[config.mk]
export PLATFORM = sky130hd
export DESIGN_NAME = mads_datapath
export DESIGN_NICKNAME = d
export VERILOG_FILES = /design/src/logic/mads_datapath.v
export VERILOG_INCLUDE_DIRS = /design/src /design/src/inc
export SDC_FILE = /design/constraint.sdc
export NUM_CORES = 2
export LEC_CHECK = 0
export BUFFER_PORTS_ARGS = -buffer_cell sky130_fd_sc_hd__buf_2
export CAP_MARGIN = 20
export CELL_PAD_IN_SITES_DETAIL_PLACEMENT = 0
export CELL_PAD_IN_SITES_GLOBAL_PLACEMENT = 2
export CORE_MARGIN = 2
export CORE_UTILIZATION = 40
export CTS_CLUSTER_DIAMETER = 80
export DETAILED_ROUTE_END_ITERATION = 8
export PLACE_DENSITY_LB_ADDON = 0.1
export SETUP_SLACK_MARGIN = 0.5
export SKIP_CTS_REPAIR_TIMING = 1
export SLEW_MARGIN = 25
export SYNTH_ARGS = -nofsm -noshare
export SYNTH_HDL_FRONTEND = slang
export SYNTH_SLANG_ARGS = --single-unit
[constraint.sdc]
create_clock -name pclk -period 10.3 [get_ports pclk]
set_clock_uncertainty 0.2 [all_clocks]
set_input_delay 0.515 -clock pclk [delete_from_list [all_inputs] [get_ports pclk]]
set_output_delay 0.515 -clock pclk [all_outputs]
set_load 0.005 [all_outputs]
[src/inc/mads_consts.vh]
// Purpose: constants of the microcoded alu/shifter datapath
// Assumes: one 50 MHz clock, apb register access
// Notes: register offsets are byte addresses of aligned words
`ifndef MADS_CONSTS_VH
`define MADS_CONSTS_VH
`define MADS_W 16
`define MADS_NREG 32
// apb offsets
`define MADS_A_INSTR 12'h000
`define MADS_A_CONST 12'h004
`define MADS_A_FLAGS 12'h008
`define MADS_A_AUX 12'h00C
`define MADS_A_IRQ 12'h010
`define MADS_A_STAT 12'h014
`define MADS_A_EXT0 12'h018
`define MADS_A_EXT1 12'h01C
`define MADS_A_RF 12'h100
// operand codes (6 bits)
`define MADS_OP_AUX 6'h20
`define MADS_OP_EXT0 6'h21
`define MADS_OP_EXT1 6'h22
`define MADS_OP_CONST 6'h23
`define MADS_OP_SW 6'h24
// alu ops
`define MADS_ALU_NOP 2'h0
`define MADS_ALU_ADD 2'h1
`define MADS_ALU_ADC 2'h2
`define MADS_ALU_AND 2'h3
// secondary ops
`define MADS_SEC_NONE 3'h0
`define MADS_SEC_COPY 3'h1
`define MADS_SEC_SHL 3'h2
`define MADS_SEC_SHLD 3'h3
`define MADS_SEC_SHR 3'h4
// fill codes
`define MADS_F_Z 3'h0
`define MADS_F_CY 3'h1
`define MADS_F_S 3'h2
`define MADS_F_0 3'h3
`define MADS_F_1 3'h4
`define MADS_F_OWN 3'h5
`define MADS_F_AUX 3'h6
`define MADS_F_SERIAL_DATA_PIN 3'h7
// flow codes
`define MADS_FLOW_CONT 2'h0
`define MADS_FLOW_ALLOW 2'h1
`define MADS_FLOW_CLR 2'h2
// instruction fields
`define MADS_I_DST 5:0
`define MADS_I_S1 11:6
`define MADS_I_S2 17:12
`define MADS_I_ALU 19:18
`define MADS_I_TWO 20
`define MADS_I_SEC 23:21
`define MADS_I_F1 26:24
`define MADS_I_F2 29:27
`define MADS_I_FLOW 31:30
// flags register bits
`define MADS_FL_Z 0
`define MADS_FL_CY 1
`define MADS_FL_S 2
`define MADS_FL_O 3
`define MADS_RST_16 16'h0000
`define MADS_RST_8 8'h00
`define MADS_RST_1 1'h0
`define MADS_RST_2 2'h0
`define MADS_RST_4 4'h0
`define MADS_RST_32 32'h0000_0000
// output control field of the instruction word
`define MADS_I_OUT 7:0
`endif

[src/logic/mads_datapath.v]
// Purpose: alu/shifter datapath with flags, parallel copy and service lock
// Assumes: apb slave, one clock, instructions written by software
// Notes: illegal operand combinations are refused and counted in status
//    switch word is quasi-static: its bits are synchronised one by one
//    a copy wins over the primary result on the same external register
`timescale 1ns/1ps
`include "mads_consts.vh"

// Behaviour
// - two-operand add writes dest plus source
// - three-operand add stores two sources' sum
// - add-with-carry adds carry flag too
// - and combines operands bitwise into dest
// - add, adc, and update z cy s o
// - two-operand form needs internal operand
// - three-operand: internal source, distinct internals
// - sixteen-bit datapath with carry out
// - flow, alu, output field act together
// - immediate constant forces plain continue flow
// - servicing an interrupt sets service lock
// - allow op clears lock, flags untouched
// - serviced interrupt's pending bit auto-cleared
// - parallel copy internal reg to external
// - copy requires internal primary destination
// - left shift result, fill lsb
// - left fill: z cy s 0 1 own aux serial_data_pin
// - double shift also shifts aux register unless aux is the destination
// - right shift result, fill msb
// - right fill uses bottom bits instead
// - shifts need all-internal primary operands
// - left shift leaves flags to alu
// - single right shift updates z cy s, o from alu
module mads_datapath (
   // apb
   input wire pclk,
   input wire presetn,
   input wire psel,
   input wire penable,
   input wire pwrite,
   input wire [11:0] paddr,
   input wire [31:0] pwdata,
   output reg [31:0] prdata,
   output reg pready,
   output reg pslverr,
   // pins
   input wire serial_data_pin,
   input wire [7:0] irq_in,
   input wire [15:0] switch_value_input,
   output reg [7:0] output_control_field,
   output reg [15:0] data_output_reg,
   output reg [15:0] port_output_reg,
   output reg irq_service_r
);

   reg [15:0] rf [0:31];
   reg [15:0] aux_r;
   reg [15:0] const_r;
   reg [3:0] flags_r;
   reg lock_r;
   reg [7:0] pend_r;
   reg [7:0] mask_r;
   reg [7:0] err_cnt_r;
   reg go_r;
   reg [31:0] instr_r;
   reg [1:0] sd_s;
   reg [7:0] irq_s1;
   reg [7:0] irq_s2;
   reg [7:0] irq_d;
   reg [15:0] sw_s1;
   reg [15:0] sw_s2;
   integer i;

   ////////////////////////////////////////////////////////////////////////
   function is_int;
      input [5:0] c;
      begin
         is_int = (c[5] == 1'b0) || (c == `MADS_OP_AUX);
      end
   endfunction

   function is_rf;
      input [5:0] c;
      begin
         is_rf = (c[5] == 1'b0);
      end
   endfunction

   function fill_bit;
      input [2:0] sel;
      input [3:0] fl;
      input own;
      input auxb;
      input sd;
      begin
         case (sel)
            `MADS_F_Z: fill_bit = fl[`MADS_FL_Z];
            `MADS_F_CY: fill_bit = fl[`MADS_FL_CY];
            `MADS_F_S: fill_bit = fl[`MADS_FL_S];
            `MADS_F_0: fill_bit = 1'b0;
            `MADS_F_1: fill_bit = 1'b1;
            `MADS_F_OWN: fill_bit = own;
            `MADS_F_AUX: fill_bit = auxb;
            default: fill_bit = sd;
         endcase
      end
   endfunction

   function [15:0] rd_op;
      input [5:0] c;
      begin
         if (is_rf(c))
            rd_op = rf[c[4:0]];
         else
            case (c)
               `MADS_OP_AUX: rd_op = aux_r;
               `MADS_OP_EXT0: rd_op = data_output_reg;
               `MADS_OP_EXT1: rd_op = port_output_reg;
               `MADS_OP_CONST: rd_op = const_r;
               `MADS_OP_SW: rd_op = sw_s2;
               default: rd_op = `MADS_RST_16;
            endcase
      end
   endfunction

   ////////////////////////////////////////////////////////////////////////
   // instruction decode
   wire [5:0] dst = instr_r[`MADS_I_DST];
   wire [5:0] s1 = instr_r[`MADS_I_S1];
   wire [5:0] s2 = instr_r[`MADS_I_S2];
   wire two = instr_r[`MADS_I_TWO];
   wire [1:0] alu = instr_r[`MADS_I_ALU];
   wire [2:0] sec = instr_r[`MADS_I_SEC];
   wire [1:0] flow = instr_r[`MADS_I_FLOW];
   // two-operand form: dest is also first source
   wire [5:0] a_code = two ? dst : s1;
   wire [5:0] b_code = two ? s1 : s2;
   wire [15:0] a_val = rd_op(a_code);
   wire [15:0] b_val = rd_op(b_code);
   wire uses_const = (a_code == `MADS_OP_CONST) || (b_code == `MADS_OP_CONST);
   wire is_shift = (sec == `MADS_SEC_SHL) || (sec == `MADS_SEC_SHLD) ||
      (sec == `MADS_SEC_SHR);

   // distinct internal registers among dst, a, b
   wire [1:0] n_ab = (is_rf(a_code) && is_rf(b_code) && a_code != b_code) ? 2'h2 :
      ((is_rf(a_code) || is_rf(b_code)) ? 2'h1 : 2'h0);
   wire dst_new = is_rf(dst) && (dst != a_code) && (dst != b_code);
   wire ok2 = is_int(dst) || is_int(s1);
   wire ok3 = (is_int(s1) || is_int(s2)) &&
      !(is_rf(s1) && s1 == s2) && ({1'b0, n_ab} + {2'h0, dst_new} <= 3'h2);
   wire ok_flow = !uses_const || (flow == `MADS_FLOW_CONT);
   wire ok_copy = (sec != `MADS_SEC_COPY) || (is_int(dst) && is_rf(s2));
   wire ok_shift = !is_shift || (is_int(dst) && is_int(a_code) && is_int(b_code));
   wire ok_dst = (dst[5] == 1'b0) || (dst == `MADS_OP_AUX) || (dst == `MADS_OP_EXT0) ||
      (dst == `MADS_OP_EXT1);
   wire legal = (alu == `MADS_ALU_NOP) ||
      ((two ? ok2 : ok3) && ok_flow && ok_copy && ok_shift && ok_dst);

   ////////////////////////////////////////////////////////////////////////
   // alu
   wire cin = (alu == `MADS_ALU_ADC) ? flags_r[`MADS_FL_CY] : 1'b0;
   wire [16:0] sum = {1'b0, a_val} + {1'b0, b_val} + {16'h0000, cin};
   wire [15:0] res = (alu == `MADS_ALU_AND) ? (a_val & b_val) : sum[15:0];
   wire res_c = (alu == `MADS_ALU_AND) ? 1'b0 : sum[16];
   wire res_o = (alu == `MADS_ALU_AND) ? 1'b0 :
      ((a_val[15] == b_val[15]) && (res[15] != a_val[15]));
   wire [3:0] af = {res_o, res[15], res_c, (res == `MADS_RST_16)};
   wire sd = sd_s[1];
   // flags in the fill table are the ones before this instruction
   wire fl_bit = fill_bit(instr_r[`MADS_I_F1], flags_r, res[15], aux_r[15], sd);
   wire fr_bit = fill_bit(instr_r[`MADS_I_F1], flags_r, res[0], aux_r[0], sd);
   wire fq_bit = fill_bit(instr_r[`MADS_I_F2], flags_r, res[15], aux_r[15], sd);
   reg [15:0] wres;
   reg [3:0] fl_nxt;
   always @* begin
      wres = res;
      fl_nxt = af;
      case (sec)
         `MADS_SEC_SHL, `MADS_SEC_SHLD: wres = {res[14:0], fl_bit};
         `MADS_SEC_SHR: begin
            wres = {fr_bit, res[15:1]};
            // right shift z and s describe the shifted value, carry is the bit out, o stays the alu's
            fl_nxt = {af[3], fr_bit, res[0], (wres == `MADS_RST_16)};
         end
         default: wres = res;
      endcase
   end

   ////////////////////////////////////////////////////////////////////////
   // interrupt service: lowest pending enabled line wins
   wire [7:0] ready_irq = pend_r & ~mask_r;
   wire [7:0] pick = ready_irq & (~ready_irq + 8'h01);
   wire take = (pick != `MADS_RST_8) && !lock_r;
   wire exec = go_r && legal;
   wire allow = exec && (flow == `MADS_FLOW_ALLOW);
   wire [7:0] rise = irq_s2 & ~irq_d;
   wire [7:0] sw_clr = (exec && flow == `MADS_FLOW_CLR) ? instr_r[7:0] : `MADS_RST_8;

   // apb decode
   wire wr = psel && penable && pwrite && pready;
   wire rd_acc = psel && !penable;
   wire rf_hit = (paddr[11:8] == 4'h1) && (paddr[1:0] == 2'h0) && (paddr[7] == 1'b0);
   reg [31:0] rdat;
   reg hit;
   always @* begin
      rdat = 32'h0000_0000;
      hit = 1'b1;
      case (paddr)
         `MADS_A_INSTR: rdat = instr_r;
         `MADS_A_CONST: rdat = {16'h0000, const_r};
         `MADS_A_FLAGS: rdat = {27'h0, lock_r, flags_r};
         `MADS_A_AUX: rdat = {16'h0000, aux_r};
         `MADS_A_IRQ: rdat = {16'h0000, mask_r, pend_r};
         `MADS_A_STAT: rdat = {23'h0, go_r, err_cnt_r};
         `MADS_A_EXT0: rdat = {16'h0000, data_output_reg};
         `MADS_A_EXT1: rdat = {16'h0000, port_output_reg};
         default: begin
            if (rf_hit)
               rdat = {16'h0000, rf[paddr[6:2]]};
            else
               hit = 1'b0;
         end
      endcase
   end

   ////////////////////////////////////////////////////////////////////////
   // pin synchronisers: only the second stage is read by logic
   // the switch word is quasi-static, so per-bit sync is enough
   always @(posedge pclk or negedge presetn) begin
      if (!presetn) begin
         sd_s <= `MADS_RST_2;
         sw_s1 <= `MADS_RST_16;
         sw_s2 <= `MADS_RST_16;
      end else begin
         sd_s <= {sd_s[0], serial_data_pin};
         sw_s1 <= switch_value_input;
         sw_s2 <= sw_s1;
      end
   end

   // interrupt lines: two stages, then a delayed copy for edge detection
   always @(posedge pclk or negedge presetn) begin
      if (!presetn) begin
         irq_s1 <= `MADS_RST_8;
         irq_s2 <= `MADS_RST_8;
         irq_d <= `MADS_RST_8;
      end else begin
         irq_s1 <= irq_in;
         irq_s2 <= irq_s1;
         irq_d <= irq_s2;
      end
   end

   ////////////////////////////////////////////////////////////////////////
   // pending bits and service lock
   always @(posedge pclk or negedge presetn) begin
      if (!presetn) begin
         pend_r <= `MADS_RST_8;
         irq_service_r <= `MADS_RST_1;
         lock_r <= `MADS_RST_1;
      end else begin
         // new edge wins over clears in the same cycle
         pend_r <= (pend_r & ~sw_clr & ~(take ? pick : `MADS_RST_8)) | rise;
         irq_service_r <= take;
         if (take)
            lock_r <= 1'b1;
         else if (allow)
            lock_r <= 1'b0;
      end
   end

   ////////////////////////////////////////////////////////////////////////
   // apb answer: no wait state, answer in the first access cycle
   always @(posedge pclk or negedge presetn) begin
      if (!presetn) begin
         prdata <= `MADS_RST_32;
         pready <= `MADS_RST_1;
         pslverr <= `MADS_RST_1;
      end else begin
         pready <= rd_acc;
         pslverr <= rd_acc && !hit;
         if (rd_acc)
            prdata <= pwrite ? `MADS_RST_32 : rdat;
      end
   end

   ////////////////////////////////////////////////////////////////////////
   // instruction launch: go pulses the cycle after the write
   wire wr_hit = wr && hit;
   wire wr_instr = wr_hit && (paddr == `MADS_A_INSTR);
   always @(posedge pclk or negedge presetn) begin
      if (!presetn) begin
         instr_r <= `MADS_RST_32;
         go_r <= `MADS_RST_1;
      end else begin
         go_r <= wr_instr;
         if (wr_instr)
            instr_r <= pwdata;
      end
   end

   // a refused instruction changes no state but this count and the output field
   always @(posedge pclk or negedge presetn) begin
      if (!presetn) begin
         err_cnt_r <= `MADS_RST_8;
      end else begin
         if (go_r && !legal)
            err_cnt_r <= err_cnt_r + 8'h01;
      end
   end

   ////////////////////////////////////////////////////////////////////////
   // flags and the ext0/ext1 registers change only on an executed alu op
   wire alu_run = exec && (alu != `MADS_ALU_NOP);
   wire copy_run = alu_run && (sec == `MADS_SEC_COPY);
   always @(posedge pclk or negedge presetn) begin
      if (!presetn) begin
         flags_r <= `MADS_RST_4;
      end else begin
         if (alu_run)
            flags_r <= fl_nxt;
      end
   end

   always @(posedge pclk or negedge presetn) begin
      if (!presetn) begin
         output_control_field <= `MADS_RST_8;
         data_output_reg <= `MADS_RST_16;
         port_output_reg <= `MADS_RST_16;
      end else begin
         // output field latches even when the instruction is refused
         if (go_r)
            output_control_field <= instr_r[`MADS_I_OUT];
         if (alu_run && dst == `MADS_OP_EXT0)
            data_output_reg <= wres;
         if (alu_run && dst == `MADS_OP_EXT1)
            port_output_reg <= wres;
         // fill field zero picks ext0, anything else ext1
         if (copy_run && instr_r[`MADS_I_F1] == `MADS_F_Z)
            data_output_reg <= rf[s2[4:0]];
         if (copy_run && instr_r[`MADS_I_F1] != `MADS_F_Z)
            port_output_reg <= rf[s2[4:0]];
      end
   end

   ////////////////////////////////////////////////////////////////////////
   // register file: a software write lands after the alu result
   always @(posedge pclk or negedge presetn) begin
      if (!presetn) begin
         for (i = 0; i < `MADS_NREG; i = i + 1)
            rf[i] <= `MADS_RST_16;
      end else begin
         if (alu_run && is_rf(dst))
            rf[dst[4:0]] <= wres;
         if (wr_hit && rf_hit)
            rf[paddr[6:2]] <= pwdata[15:0];
      end
   end

   // aux, constant and mask
   always @(posedge pclk or negedge presetn) begin
      if (!presetn) begin
         aux_r <= `MADS_RST_16;
         const_r <= `MADS_RST_16;
         mask_r <= `MADS_RST_8;
      end else begin
         if (alu_run && dst == `MADS_OP_AUX)
            aux_r <= wres;
         // a double shift into aux itself keeps the primary result
         if (alu_run && sec == `MADS_SEC_SHLD && dst != `MADS_OP_AUX)
            aux_r <= {aux_r[14:0], fq_bit};
         if (wr_hit && paddr == `MADS_A_AUX)
            aux_r <= pwdata[15:0];
         if (wr_hit && paddr == `MADS_A_CONST)
            const_r <= pwdata[15:0];
         if (wr_hit && paddr == `MADS_A_IRQ)
            mask_r <= pwdata[15:8];
      end
   end

endmodule // mads_datapath

==> Word level (Yosys, flattened, before mapping) <==
Cells that the tools add are included.
{ "word_totals": {"register_bits": 739, "latch_bits": 0, "ram_bits": 0, "mem_bits_ro": 0, "inputBits": 74, "mem_count": 0} }
{ "op_classes": {"addsub": 5, "multipliers": 0, "div_mod_pow": 0, "order_cmp": 8, "eq_ne": 51, "shift": 0, "mux": 54, "n_bitwise": 23, "n_reduce_logical": 86} }
{ "ops": {"columns": ["cell", "n"], "rows": [
  ["512-bit bitwise mux", 2],
  ["512-bit 2-to-1 mux", 2],
  ["16-bit 2-to-1 mux", 21],
  ["16-bit binary-select mux with 5-bit select", 4],
  ["32-bit one-hot mux with 8 select lines", 1],
  ["16-bit demux with 5-bit select", 2],
  ["16-bit one-hot mux with 5 select lines", 2],
  ["6-bit == test (second input constant)", 15],
  ["12-bit by 5-bit == test with 1-bit output (second input constant)", 4],
  ["1-bit logical AND", 45],
  ["8-bit bitwise AND", 5],
  ["8-bit NOT", 5],
  ["16-bit zero test", 2],
  ["32-bit 2-to-1 mux", 1],
  ["16-bit one-hot mux with 2 select lines", 1],
  ["6-bit >= comparator (second input constant)", 5],
  ["5-bit NOT with 6-bit output", 5],
  ["12-bit by 4-bit == test with 1-bit output (second input constant)", 2],
  ["3-bit == test (second input constant)", 7],
  ["1-bit one-hot mux with 7 select lines", 3],
  ["3-bit by 2-bit == test with 1-bit output (second input constant)", 6],
  ["6-bit != test", 3],
  ["16-bit by 16-bit adder with 17-bit output", 1],
  ["17-bit by 1-bit adder with 17-bit output", 1],
  ["other kinds (32)", 82]
]} }

==> Logic depth before layout (Yosys ltp) <==
{ "depth": {"depth_word": 21, "mapped_depth": 26, "ltp_nobuf": 17} }

==> Worst setup path before layout <==
Ideal clock, no wire load.
{ "synth_timing": {"kind": "register to register", "startpoint": "register instr_r[20]", "endpoint": "register rf[255] (netlist bit)", "t_arrival_ns": 6.325, "path_slack_ns": 3.640, "stages_incl_launch_ff": 25, "path_buffers": 8, "period_less_slack_ns": 6.660, "cell_sequence": "dfrtp_1 -> buf_4 -> buf_4 -> buf_2 -> mux2_2 -> buf_2 -> buf_1 -> clkbuf_1 -> mux4_2 -> nand2_1 -> nand3_1 -> a31oi_1 -> o211ai_1 -> fa_1 -> fa_1 -> a211oi_1 -> o21ai_0 -> a2111o_1 -> a21o_1 -> a31o_2 -> a221o_1 -> clkbuf_1 -> clkbuf_1 -> mux2i_1 -> o21ai_0"} }
{ "synth_via": {"elab_chain_len": 20} }
{ "synth_lines": {"columns": ["element", "line_no", "text"], "rows": [
  ["from (decl)", "mads_datapath.v:64", "reg [31:0] instr_r;"],
  ["from (signal assigned)", "mads_datapath.v:292", "instr_r <= `MADS_RST_32;"],
  ["from (signal assigned)", "mads_datapath.v:297", "instr_r <= pwdata;"],
  ["parallel branches: the longest is 17 deep, another holds 16-bit by 16-bit adder with 17-bit output", null, null],
  ["512-bit 2-to-1 mux *", "mads_datapath.v:352", "if (alu_run && is_rf(dst))"],
  ["512-bit bitwise mux", "mads_datapath.v:355", "rf[paddr[6:2]] <= pwdata[15:0];"],
  ["512-bit 2-to-1 mux *", "mads_datapath.v:354", "if (wr_hit && rf_hit)"],
  ["to (signal, indexed assignment)", "mads_datapath.v:350", "rf[i] <= `MADS_RST_16;"],
  ["to (signal, indexed assignment)", "mads_datapath.v:353", "rf[dst[4:0]] <= wres;"],
  ["to (signal, indexed assignment)", "mads_datapath.v:355", null],
  ["to (decl)", "mads_datapath.v:55", "reg [15:0] rf [0:31];"]
]} }
Every way passes the cells marked *. The select of a mux whose other input is x is not followed.
A chain may end at the register's enable or synchronous reset.

==> Worst setup path in the final report <==
{ "layout_timing": {"startpoint": "register instr_r[6]", "endpoint": "register rf[364] (netlist bit)"} }
{ "layout_via": {"elab_chain_len": 19} }
{ "layout_lines": {"columns": ["element", "line_no"], "rows": [
  ["parallel branches: the longest is 16 deep, another holds 16-bit by 16-bit adder with 17-bit output", null],
  ["512-bit 2-to-1 mux *", "mads_datapath.v:352"],
  ["512-bit bitwise mux", "mads_datapath.v:355"],
  ["512-bit 2-to-1 mux *", "mads_datapath.v:354"]
]} }
Marks and branches as above.

==> reports/qor.yml <==
rsz0062_at_grt: "false"
syn_to_final_growth_pct: 13.2
cts_buffer_depth: 3
ys_ff_latch: 739
finalCriticalPeriod_ns: 8.00
postSynthCellCount: 4970
grt_pass1_wl_um: 369000
die_h_um: 367
setup_violations: 0
port_buffers: 148
min_period_over_period_pct: 77.7
largest_reg_flops: 512
place_congestion: 0.961
drtPass1Iterations: 9
vias: 46600
synth_top_area_share_pct: 35.0
cts_tree: "built"
vdd_ir_drop_max_mv: 0.126
grt_pass1_vias: 44200
antenna_cells: 0
drive_above_1_share_pct: 24.9
critPathKind: "reg -> reg"
drcViolationCount: 0
synthAdderAreaFrac_pct: 0.597
maxSlewViolCount: 0
synth_warnings: 0
drt_iter0_drc: 7012
instances_no_fill: 6766
setup_slack_ns: 2.30
cts.sinks: 739
largestRegisters: "rf: 512 flops, instr_r: 32 flops, prdata: 32 flops"
crit_path_max_fanout: 57
wl_um: 269000
dieArea_sq_um: 135000
final_hold_viol_count: 0
ys.flop_type: "dfrtp_1"
fin_nets: 5026
ant_nets: 0
dieWidth_um: 367
status: "finished, final reports clean"
slew_headroom_pct: 15.5
initial_core_util_pct: 40.2
grt_max_degree: 155
cp-start-kind: "flip-flop"
regMostFlops: "rf"
synth-xor-area-share_pct: 0.630
pre_cts_ws_ns: 2.55
synth_commonest_cells: "nand2_1 (881), dfrtp_1 (739), mux2i_1 (551)"
fill_cells: 12300
fin_tns_setup_ns: 0
synth_compound_area_share_pct: 14.0
r2r_setup_slack_ns: 2.30
place_hpwl_um: 170000
crit_required_ns: 10.72
p_leak_nw: 20.1
clk_latency_ns: 0.73
holdWs_ns: 0.0217
synthSimpleGateAreaFrac_pct: 11.1
dp.cells: 6542
coreArea_sq_um: 131000
yosys.area.top_type: "dfrtp_1"
max_freq_mhz: 125
postSynthAreaPerCell_sq_um: 10.6
cts_buffers: 97
wl_per_cell_um: 39.7
io_pins: 149
reg2regPathDepth: 18
root_buffer: "clkbuf_16"
power_mw: 7.07
p_per_area_nw_per_um2: 118
clkTransAtPathRegs_ns: 0.06
fin_util_pct: 45.5
synth.most_common_cell: "nand2_1"
stdcell_area_sq_um: 59800
synth_top_family_by_area: "multiplexers"
syn_nets: 5068
min_path_type: "in -> reg"
netlist_area_sq_um: 52800
yosys.cell_types.count: 79
synthMuxAreaShare_pct: 34.2
end_kind: "flip-flop"
ys_top_cells_by_area: "dfrtp_1 (35%), mux4_2 (22%), mux2i_1 (10%)"
async_flop_share_pct: 100
drv_cap: 0
row_count: 133
routed_via_density: 6.89
grt_use_total_pct: 39.2
grt-ovfl-total: 0
hold_depth: 3
arrival_ns: 8.42
seq_area_frac_synth_pct: 35.0
antenna_found_initial: 11
placed_area_sq_um: 55800
h-tree-depth: 3
synth_edf_count: 0
tightestPinTransition_ns: 1.26
-- final cells by class --
type | instances | area, sq um | share of cell area, %
inverters | 26 | 97.6 | 0.163
clock buffers | 133 | 2740 | 4.59
flip-flops and latches | 739 | 18500 | 31.0
multi-input cells | 3663 | 32600 | 54.5
well taps | 1755 | 2200 | 3.67
repair buffers | 401 | 2910 | 4.86
clock inverters | 49 | 752 | 1.26
-- where the power goes --
| group | internal [mW] | switching (mW) | leakage (nW) |
|---|---|---|---|
| Combinational | 0.0774 | 0.256 | 11.0 |
| Sequential | 2.92 | 0.0111 | 7.41 |
| Clock | 2.30 | 1.51 | 1.70 |
-- metal layers --
metal  vias up  wire length (um)  share of wire [%]  global-route usage [%]
met4         2             22800                8.5                    28.6
li1      18900                 -                  -                       -
met2      3142            117000                 43                    58.0
met1     23800            100000                 37                    49.4
met5         -                13             0.0048                       0
met3       714             29000                 11                    10.4
-- logic make-up after synthesis --
| group | Yosys count |
|---|---|
| mux | 1155 |
| simple gates | 1300 |
| xor+xnor | 38 |
| buf+inv | 568 |
| fa+ha+maj | 24 |
| flops | 739 |
| compound gates | 1146 |
-- worst max-delay path, cell delays in order, from the launching register on --
cell	delay, ns
dfrtp_1	0.79
mux2_8	0.77
mux4_2	0.60
nand2_1	0.07
and3_1	0.17
a311oi_1	0.12
a31oi_1	0.85
o211ai_1	0.33
fa_1	0.51
fa_1	0.50
a211oi_1	0.33
o21ai_0	0.27
a211o_1	0.35
a21oi_1	0.18
xnor2_1	0.21
a221o_2	0.85
buf_4	0.35
mux2i_1	0.10
o21ai_0	0.16
-- path summary, 6_finish.rpt --
check	startpoint	end
worst max-delay path	instr_r[6]	rf[364]
min in group asynchronous	presetn	sw_s2[1]
worst max register to register	instr_r[6]	rf[364]
max in group asynchronous	presetn	rf[20]
worst min-delay path	pwrite	prdata[9]
worst min register to register	sw_s1[9]	sw_s2[9]
-- cell usage in the layout, fill, tap and decap left out, types with 22 or more instances in the layout --
master         instances
buf_4                200
nand2_1              880
mux2i_1              542
o21ai_1              275
nor2_2                26
a222oi_1              31
buf_2                145
nor3_1                23
clkbuf_16             98
a21oi_1               57
a211oi_1              26
nor2_1                68
dfrtp_1              733
a22o_1                43
inv_1                 26
a311oi_1              52
dlygate4sd3_1         42
o21ai_0              295
ha_1                  22
nand3_1               92
o22ai_1               23
mux2_2                86
nand4_1               28
a22oi_1              109
a221oi_1              36
a31oi_1               39
o211ai_1              23
xnor2_1               25
mux4_2               511
and3_1                35
Power figures use the tool's default switching activity.
